### src/design/bfl_pkg.sv
// shared constants and op codes for the bit, flag and load execution unit
package bfl_pkg;
	localparam int SF_C = 0;
	localparam int SF_Z = 1;
	localparam int SF_N = 2;
	localparam int SF_V = 3;
	localparam int SF_S = 4;
	localparam int SF_H = 5;
	localparam int SF_T = 6;
	localparam int SF_I = 7;
	localparam int BYTE_BITS = 8;
	localparam int MSB = 7;
	localparam logic [7:0] FLAGS_RESET = 8'h00;
	localparam logic [15:0] PTR_ONE = 16'h0001;
	localparam logic [15:0] WORD_ZERO = 16'h0000;
	localparam logic [9:0] DISP_PAD = 10'h000;
	localparam logic [7:0] BYTE_ZERO = 8'h00;
	typedef enum logic [4:0] {
		OP_NOP = 5'h00,
		OP_ROT_RC = 5'h01,
		OP_SHR_ARITH = 5'h02,
		OP_SWAP = 5'h03,
		OP_BSET = 5'h04,
		OP_BCLR = 5'h05,
		OP_BIT_TO_T = 5'h06,
		OP_T_TO_BIT = 5'h07,
		OP_SET_SIGN = 5'h08,
		OP_CLR_SIGN = 5'h09,
		OP_SET_OVF = 5'h0A,
		OP_CLR_OVF = 5'h0B,
		OP_SET_HALF = 5'h0C,
		OP_CLR_HALF = 5'h0D,
		OP_MOV = 5'h0E,
		OP_MOVW = 5'h0F,
		OP_LOAD_IMM = 5'h10,
		OP_LOAD_PTR = 5'h11,
		OP_LOAD_POST_INC = 5'h12,
		OP_LOAD_PRE_DEC = 5'h13,
		OP_LOAD_DISP = 5'h14,
		OP_LOAD_DIRECT = 5'h15
	} op_t;
	typedef enum logic [1:0] {
		PTR_X = 2'h0,
		PTR_Y = 2'h1,
		PTR_Z = 2'h2
	} ptr_sel_t;
	typedef enum logic [1:0] {
		ST_IDLE = 2'h0,
		ST_LOAD = 2'h1
	} state_t;
endpackage

### src/design/bit_flag_load_exec_unit.sv
// execution unit for shifts, bit transfer, flag ops, moves and data loads
`timescale 1ns/100ps
`default_nettype none

module bit_flag_load_exec_unit (
	input wire logic i_clk,
	input wire logic i_rst_n,
	input wire logic i_valid,
	input wire logic [4:0] i_op,
	input wire logic [7:0] i_rd_val,
	input wire logic [7:0] i_src_val,
	input wire logic [7:0] i_src_hi_val,
	input wire logic [2:0] i_bit_sel,
	input wire logic [7:0] i_imm,
	input wire logic [5:0] i_disp,
	input wire logic [15:0] i_addr,
	input wire logic [1:0] i_ptr_sel,
	input wire logic [15:0] i_ptr_val,
	input wire logic [7:0] i_mem_rdata,
	output logic o_ready,
	output logic o_mem_re,
	output logic [15:0] o_mem_addr,
	output logic o_rd_we,
	output logic [7:0] o_rd_data,
	output logic o_rd_hi_we,
	output logic [7:0] o_rd_hi_data,
	output logic o_ptr_we,
	output logic [1:0] o_ptr_wsel,
	output logic [15:0] o_ptr_wdata,
	output logic o_done,
	output logic [7:0] o_status_flags
);
	bfl_pkg::state_t state_reg;
	bfl_pkg::state_t state_next;
	bfl_pkg::op_t op;
	logic [7:0] status_flags_reg;
	logic [7:0] status_flags_next;
	logic [7:0] alu_res;
	logic alu_c;
	logic [7:0] bit_mask;
	logic [15:0] eff_addr;
	logic [15:0] ptr_dec;
	logic [15:0] ptr_inc;
	logic [15:0] disp_addr;
	logic taken;
	logic in_load;
	logic load_start;
	logic is_rot;
	logic is_shr;
	logic is_swap;
	logic is_bset;
	logic is_bclr;
	logic is_bit_to_t;
	logic is_t_to_bit;
	logic is_mov;
	logic is_movw;
	logic is_imm;
	logic is_load_ptr;
	logic is_load_inc;
	logic is_load_dec;
	logic is_load_disp;
	logic is_load_dir;
	logic is_shift;
	logic is_mem_load;
	logic ptr_update;
	logic single_wr;
	logic shift_z;
	logic shift_n;
	logic shift_v;
	logic rd_we_reg;
	logic [7:0] rd_data_reg;

	// decode once into one-bit selects; the eff_addr, alu_res and flag blocks still case on op
	assign op = bfl_pkg::op_t'(i_op);
	assign o_ready = (state_reg == bfl_pkg::ST_IDLE);
	assign in_load = (state_reg == bfl_pkg::ST_LOAD);
	assign taken = i_valid && o_ready;
	assign is_rot = (op == bfl_pkg::OP_ROT_RC);
	assign is_shr = (op == bfl_pkg::OP_SHR_ARITH);
	assign is_swap = (op == bfl_pkg::OP_SWAP);
	assign is_bset = (op == bfl_pkg::OP_BSET);
	assign is_bclr = (op == bfl_pkg::OP_BCLR);
	assign is_bit_to_t = (op == bfl_pkg::OP_BIT_TO_T);
	assign is_t_to_bit = (op == bfl_pkg::OP_T_TO_BIT);
	assign is_mov = (op == bfl_pkg::OP_MOV);
	assign is_movw = (op == bfl_pkg::OP_MOVW);
	assign is_imm = (op == bfl_pkg::OP_LOAD_IMM);
	assign is_load_ptr = (op == bfl_pkg::OP_LOAD_PTR);
	assign is_load_inc = (op == bfl_pkg::OP_LOAD_POST_INC);
	assign is_load_dec = (op == bfl_pkg::OP_LOAD_PRE_DEC);
	assign is_load_disp = (op == bfl_pkg::OP_LOAD_DISP);
	assign is_load_dir = (op == bfl_pkg::OP_LOAD_DIRECT);
	assign is_shift = is_rot || is_shr;
	assign is_mem_load = is_load_ptr || is_load_inc || is_load_dec || is_load_disp || is_load_dir;
	assign ptr_update = is_load_inc || is_load_dec;
	assign load_start = taken && is_mem_load;
	assign single_wr = taken && (is_shift || is_swap || is_t_to_bit || is_mov || is_movw || is_imm);

	assign ptr_dec = i_ptr_val - bfl_pkg::PTR_ONE;
	assign ptr_inc = i_ptr_val + bfl_pkg::PTR_ONE;
	assign disp_addr = i_ptr_val + {bfl_pkg::DISP_PAD, i_disp};

	// one-hot mask for the chosen bit
	genvar gi;
	generate
		for (gi = 0; gi < bfl_pkg::BYTE_BITS; gi++) begin : g_mask
			assign bit_mask[gi] = (i_bit_sel == 3'(gi));
		end
	endgenerate

	always_comb begin
		eff_addr = i_ptr_val;
		case (op)
			bfl_pkg::OP_LOAD_PRE_DEC: eff_addr = ptr_dec;
			bfl_pkg::OP_LOAD_DISP: eff_addr = disp_addr;
			bfl_pkg::OP_LOAD_DIRECT: eff_addr = i_addr;
			default: eff_addr = i_ptr_val;
		endcase
	end

	always_comb begin
		alu_res = i_rd_val;
		alu_c = status_flags_reg[bfl_pkg::SF_C];
		case (op)
			bfl_pkg::OP_ROT_RC: begin
				alu_res = {status_flags_reg[bfl_pkg::SF_C], i_rd_val[7:1]};
				alu_c = i_rd_val[0];
			end
			bfl_pkg::OP_SHR_ARITH: begin
				alu_res = {i_rd_val[7], i_rd_val[7:1]};
				alu_c = i_rd_val[0];
			end
			bfl_pkg::OP_SWAP: alu_res = {i_rd_val[3:0], i_rd_val[7:4]};
			bfl_pkg::OP_T_TO_BIT: alu_res = status_flags_reg[bfl_pkg::SF_T] ?
				(i_rd_val | bit_mask) : (i_rd_val & ~bit_mask);
			bfl_pkg::OP_MOV: alu_res = i_src_val;
			bfl_pkg::OP_MOVW: alu_res = i_src_val;
			bfl_pkg::OP_LOAD_IMM: alu_res = i_imm;
			default: alu_res = i_rd_val;
		endcase
	end

	// V is N xor C and S is N xor V, which leaves S equal to the carry out
	assign shift_z = (alu_res == bfl_pkg::BYTE_ZERO);
	assign shift_n = alu_res[bfl_pkg::MSB];
	assign shift_v = shift_n ^ alu_c;

	always_comb begin
		status_flags_next = status_flags_reg;
		if (taken) begin
			case (op)
				bfl_pkg::OP_ROT_RC, bfl_pkg::OP_SHR_ARITH: begin
					status_flags_next[bfl_pkg::SF_C] = alu_c;
					status_flags_next[bfl_pkg::SF_Z] = shift_z;
					status_flags_next[bfl_pkg::SF_N] = shift_n;
					status_flags_next[bfl_pkg::SF_V] = shift_v;
					status_flags_next[bfl_pkg::SF_S] = alu_c;
				end
				bfl_pkg::OP_BSET: status_flags_next = status_flags_reg | bit_mask;
				bfl_pkg::OP_BCLR: status_flags_next = status_flags_reg & ~bit_mask;
				bfl_pkg::OP_BIT_TO_T: status_flags_next[bfl_pkg::SF_T] = |(i_src_val & bit_mask);
				bfl_pkg::OP_SET_SIGN: status_flags_next[bfl_pkg::SF_S] = 1'b1;
				bfl_pkg::OP_CLR_SIGN: status_flags_next[bfl_pkg::SF_S] = 1'b0;
				bfl_pkg::OP_SET_OVF: status_flags_next[bfl_pkg::SF_V] = 1'b1;
				bfl_pkg::OP_CLR_OVF: status_flags_next[bfl_pkg::SF_V] = 1'b0;
				bfl_pkg::OP_SET_HALF: status_flags_next[bfl_pkg::SF_H] = 1'b1;
				bfl_pkg::OP_CLR_HALF: status_flags_next[bfl_pkg::SF_H] = 1'b0;
				default: status_flags_next = status_flags_reg;
			endcase
		end
	end

	always_ff @(posedge i_clk or negedge i_rst_n) begin
		if (!i_rst_n) begin
			status_flags_reg <= bfl_pkg::FLAGS_RESET;
		end else begin
			status_flags_reg <= status_flags_next;
		end
	end

	assign o_status_flags = status_flags_reg;

	// two-cycle load: address and read enable out in the second cycle, data taken back in that same cycle
	always_comb begin
		state_next = state_reg;
		case (state_reg)
			bfl_pkg::ST_IDLE: begin
				if (load_start) begin
					state_next = bfl_pkg::ST_LOAD;
				end
			end
			bfl_pkg::ST_LOAD: state_next = bfl_pkg::ST_IDLE;
			default: state_next = bfl_pkg::ST_IDLE;
		endcase
	end

	always_ff @(posedge i_clk or negedge i_rst_n) begin
		if (!i_rst_n) begin
			state_reg <= bfl_pkg::ST_IDLE;
		end else begin
			state_reg <= state_next;
		end
	end

	always_ff @(posedge i_clk or negedge i_rst_n) begin
		if (!i_rst_n) begin
			o_mem_re <= 1'b0;
		end else begin
			o_mem_re <= load_start;
		end
	end

	// address holds after the load so a slow memory still sees it
	always_ff @(posedge i_clk or negedge i_rst_n) begin
		if (!i_rst_n) begin
			o_mem_addr <= bfl_pkg::WORD_ZERO;
		end else begin
			if (load_start) begin
				o_mem_addr <= eff_addr;
			end
		end
	end

	// pointer write-back only for the post-increment and pre-decrement forms
	always_ff @(posedge i_clk or negedge i_rst_n) begin
		if (!i_rst_n) begin
			o_ptr_we <= 1'b0;
		end else begin
			o_ptr_we <= load_start && ptr_update;
		end
	end

	always_ff @(posedge i_clk or negedge i_rst_n) begin
		if (!i_rst_n) begin
			o_ptr_wsel <= bfl_pkg::PTR_X;
		end else begin
			if (load_start) begin
				o_ptr_wsel <= i_ptr_sel;
			end
		end
	end

	always_ff @(posedge i_clk or negedge i_rst_n) begin
		if (!i_rst_n) begin
			o_ptr_wdata <= bfl_pkg::WORD_ZERO;
		end else begin
			if (load_start) begin
				o_ptr_wdata <= is_load_inc ? ptr_inc : ptr_dec;
			end
		end
	end

	always_ff @(posedge i_clk or negedge i_rst_n) begin
		if (!i_rst_n) begin
			rd_we_reg <= 1'b0;
		end else begin
			rd_we_reg <= single_wr;
		end
	end

	always_ff @(posedge i_clk or negedge i_rst_n) begin
		if (!i_rst_n) begin
			rd_data_reg <= bfl_pkg::BYTE_ZERO;
		end else begin
			if (single_wr) begin
				rd_data_reg <= alu_res;
			end
		end
	end

	always_ff @(posedge i_clk or negedge i_rst_n) begin
		if (!i_rst_n) begin
			o_rd_hi_we <= 1'b0;
		end else begin
			o_rd_hi_we <= taken && is_movw;
		end
	end

	always_ff @(posedge i_clk or negedge i_rst_n) begin
		if (!i_rst_n) begin
			o_rd_hi_data <= bfl_pkg::BYTE_ZERO;
		end else begin
			if (taken && is_movw) begin
				o_rd_hi_data <= i_src_hi_val;
			end
		end
	end

	// done marks the result cycle, one cycle after acceptance: cycle two of a load and of every other op
	always_ff @(posedge i_clk or negedge i_rst_n) begin
		if (!i_rst_n) begin
			o_done <= 1'b0;
		end else begin
			o_done <= taken;
		end
	end

	// memory data is used in the second cycle, so a mux and no register here
	assign o_rd_we = rd_we_reg || in_load;
	assign o_rd_data = in_load ? i_mem_rdata : rd_data_reg;
endmodule // bit_flag_load_exec_unit

`default_nettype wire

### config.mk
export PLATFORM = sky130hd
export DESIGN_NAME = bit_flag_load_exec_unit
export DESIGN_NICKNAME = d
export VERILOG_FILES = /design/src/design/bfl_pkg.sv /design/src/design/bit_flag_load_exec_unit.sv
export SDC_FILE = /design/constraint.sdc
export NUM_CORES = 1
export LEC_CHECK = 0
export CELL_PAD_IN_SITES_DETAIL_PLACEMENT = 1
export CELL_PAD_IN_SITES_GLOBAL_PLACEMENT = 1
export CORE_MARGIN = 2
export CORE_UTILIZATION = 48
export CTS_BUF_LIST = sky130_fd_sc_hd__clkbuf_4 sky130_fd_sc_hd__clkbuf_8
export CTS_CLUSTER_DIAMETER = 60
export DETAILED_ROUTE_END_ITERATION = 10
export DONT_BUFFER_PORTS = 1
export PLACE_DENSITY = 0.94
export SLEW_MARGIN = 40
export SYNTH_ARGS = -nofsm -noshare
export SYNTH_HDL_FRONTEND = slang
export SYNTH_SLANG_ARGS = --single-unit
### constraint.sdc
create_clock -name i_clk -period 2 [get_ports i_clk]
set_input_delay 0.3 -clock i_clk [delete_from_list [all_inputs] [get_ports i_clk]]
set_output_delay 0.3 -clock i_clk [all_outputs]
set_load 0.1 [all_outputs]
==> impl_results.md <==
* Hold depth at 2
* Post-Syn Nets at 685
* Drt first pass iters at 5
* Power per cell area at 993 nW/um2
* Largest net degree at the start of global routing at 65
* P&R area growth vs syn at 18.6%
* Cells after synthesis at 585
* Max Freq at 0.517 GHz
* Routed Antenna Nets at 0
* WP data required at 2.25 ns
* Sequential-to-total area share from yosys stat at 0.333
* Sink Count at 64
* Static leakage at 2.39 nW
* Crit path arrival time at 2.18 ns
* Row count at 36
* Mapped Area at 4810 um2
* Chip Height at 104 um
* Post-Route WL at 18.3 mm
* Post-synth EDFFs at 0
* Setup ws final at 0.0669 ns
* Final Cell Area at 5710 um2
* First-pass GRT wire length at 29.1 mm
* Final Max Tran Viols at 0
* Crit Path Class: in -> reg
* Die extent in x at 104 um
* CTS tree: yes
* CP Cell Sequence: ha_4 > inv_2 > fa_2 > nor2b_4 > o31a_1 > o31a_1 > buf_4 > o221ai_1 > a221oi_2 > o21ai_1
* ANT cells at 0
* Post-synthesis cell type count at 73
* Inst Count DP at 759
* Minimum clock period at 1.93 ns
* Peak supply drop at 0.513 mV
* Status: complete, no violations
* Ys async rst share at 1.00
* Clock transition at path regs at 0.07 ns
* Vias in the first global route at 5449
* H-Tree Depth at 3
* Final core occ at 0.584
* Cell Area, Placed at 5490 um2
* Worst Hold Slack at 0.0446 ns
* Post-synthesis register bit count at 64
* Clk Latency, worst-skew pair at 0.37 ns
* # DRC at 0
* Layout Nets at 739
* Worst r2r path cells at 8
* Layout cells sized above 1 at 0.237
* Largest area contributor in the synthesized netlist: dfrtp_1
* Initial Util at 0.492
* Total power at 5.67 mW
* Max_slew headroom at 0.406
* Main flop type after synthesis: dfrtp_1
* Yosys warnings at 0
* Clock Tree Buf Depth at 2
* Max Cap Violations at 0
* Most common cell in the netlist: nand2_1
* Clock skew at 0.0109 ns
* Initial antenna violation count at 0
* Vias at 5203
* Dpl ws at -0.248 ns
* Io pins at 155
* Top cells by area, synth: dfrtp_1 33%, nand2_1 6.4%, o21ai_0 5.4%
* Root Driver: clkbuf_8
* CP dominant cell by count: o31a_1
* Setup Buffers After CTS at 0
* GRT overflow at 0
* Initial DRC count at 381
* Post-Route Setup TNS at 0 ns
* Via-to-Cell Ratio at 6.71
* CP Capture Type: flip-flop
* Post-DR wirelength/cell at 23.6 um
* Core area at 9770 um2
* Crit path launch type: input pin
* Avg Synthesized Cell Area at 8.23 um2
* Final setup fails at 0
* CTS buffer count at 9
* Largest regs: o_mem_addr (16), o_ptr_wdata (16)
* Hold Path Class: in -> reg
* Slew at the pin closest to its max-slew limit at 0.891 ns
* CP max-delay cell: fa_2
* Hpwl dp at 13.3 mm
* Buffers on Ports at 0
* Final std cells w/o fill at 775
* Die area at 10800 um2
* Total GRT Usage at 0.335
* Most frequent cells after synthesis: 82 x nand2_1, 64 x dfrtp_1, 52 x o21ai_0, 44 x nor2_1, 35 x a21oi_1
* Final hold vios at 0
* GP Congestion at 0.937
* CP max stage delay at 0.42 ns
* Period utilisation layout at 0.967
* Synth top area share at 0.333
* Maximum fanout along the worst path at 3
## final cells by class
| class | count | area (um2) |
|---|---|---|
| well taps | 133 | 166 |
| repair buffers | 83 | 658 |
| flip-flops and latches | 64 | 1610 |
| clock buffers | 10 | 131 |
| fillers | 1187 | 4070 |
| clock inverters | 4 | 25.0 |
| multi-input cells | 465 | 3050 |
| inverters | 16 | 63.8 |
## layout by cell type, fill, tap and decap left out, drive strengths merged, types with 5 or more instances in the layout
cell	count
nor4b	5
a21oi	37
mux2i	12
nand2	83
a31oi	11
nand3	12
xor2	12
nor3	21
nand3b	5
o21ai	61
a22oi	14
xnor2	21
o211a	7
buf	82
ha	8
nor4	7
or3	6
nor2	46
o22ai	5
nor2b	5
nand2b	9
a221oi	9
clkbuf	10
dfrtp	64
inv	15
mux2	17
## power by group
part / switching, mW / leakage, nW / internal [mW]
clock network: 0.540 / 0.0774 / 0.445
registers: 0.412 / 0.799 / 1.54
logic: 2.14 / 1.52 / 0.589
total: 3.10 / 2.39 / 2.57
## worst max-delay path, delay by kind of cell
family	cells	cell delay, ns
compound gates	5	1.00
fa+ha+maj	2	0.54
buf+inv	2	0.18
simple gates	1	0.15
## worst paths after layout
kind	startpoint	endpoint	slack [ns]
setup / recovery	i_disp[0]	o_mem_addr[8]$_DFFE_PN0P_	0.07
hold reg to reg	o_ptr_wsel[1]$_DFFE_PN0P_	o_ptr_wsel[1]$_DFFE_PN0P_	0.50
hold / removal	i_ptr_sel[0]	o_ptr_wsel[0]$_DFFE_PN0P_	0.04
min in group asynchronous	i_rst_n	o_rd_hi_data[7]$_DFFE_PN0P_	0.49
setup reg to reg	state_reg[0]$_DFFE_PN0P_	o_mem_addr[11]$_DFFE_PN0P_	0.16
max in group asynchronous	i_rst_n	o_rd_hi_data[2]$_DFFE_PN0P_	1.22
## layer usage
| layer | vias up | wire [um] | part of all wire | global-route usage |
|---|---|---|---|---|
| li1 | 2237 | - | - | - |
| met1 | 2583 | 7130 | 0.39 | 0.415 |
| met2 | 318 | 8840 | 0.48 | 0.546 |
| met3 | 65 | 1540 | 0.085 | 0.0714 |
| met4 | 0 | 746 | 0.041 | 0.182 |
| met5 | - | 0 | 0 | 0 |
## timing repair
item	in CTS	in global routing
setup endpoints to repair	0	16
gates resized for setup	0	5
hold buffers	2	0
endpoints found under the hold margin	64	0
## cells by family (layout without fill, tap and decap cells)
| group | count (synthesis) | after routing | synth area share |
|---|---|---|---|
| AND/OR/NAND/NOR | 218 | 218 | 0.230 |
| multiplexers | 29 | 29 | 0.0647 |
| XOR/XNOR | 33 | 33 | 0.0601 |
| flip-flops | 64 | 64 | 0.333 |
| buffers and inverters | 56 | 113 | 0.0489 |
| adder cells (fa/ha/maj) | 9 | 9 | 0.0250 |
| AO/OA/AOI/OAI | 176 | 176 | 0.238 |
Note: power is estimated with default switching activity, not from simulation.
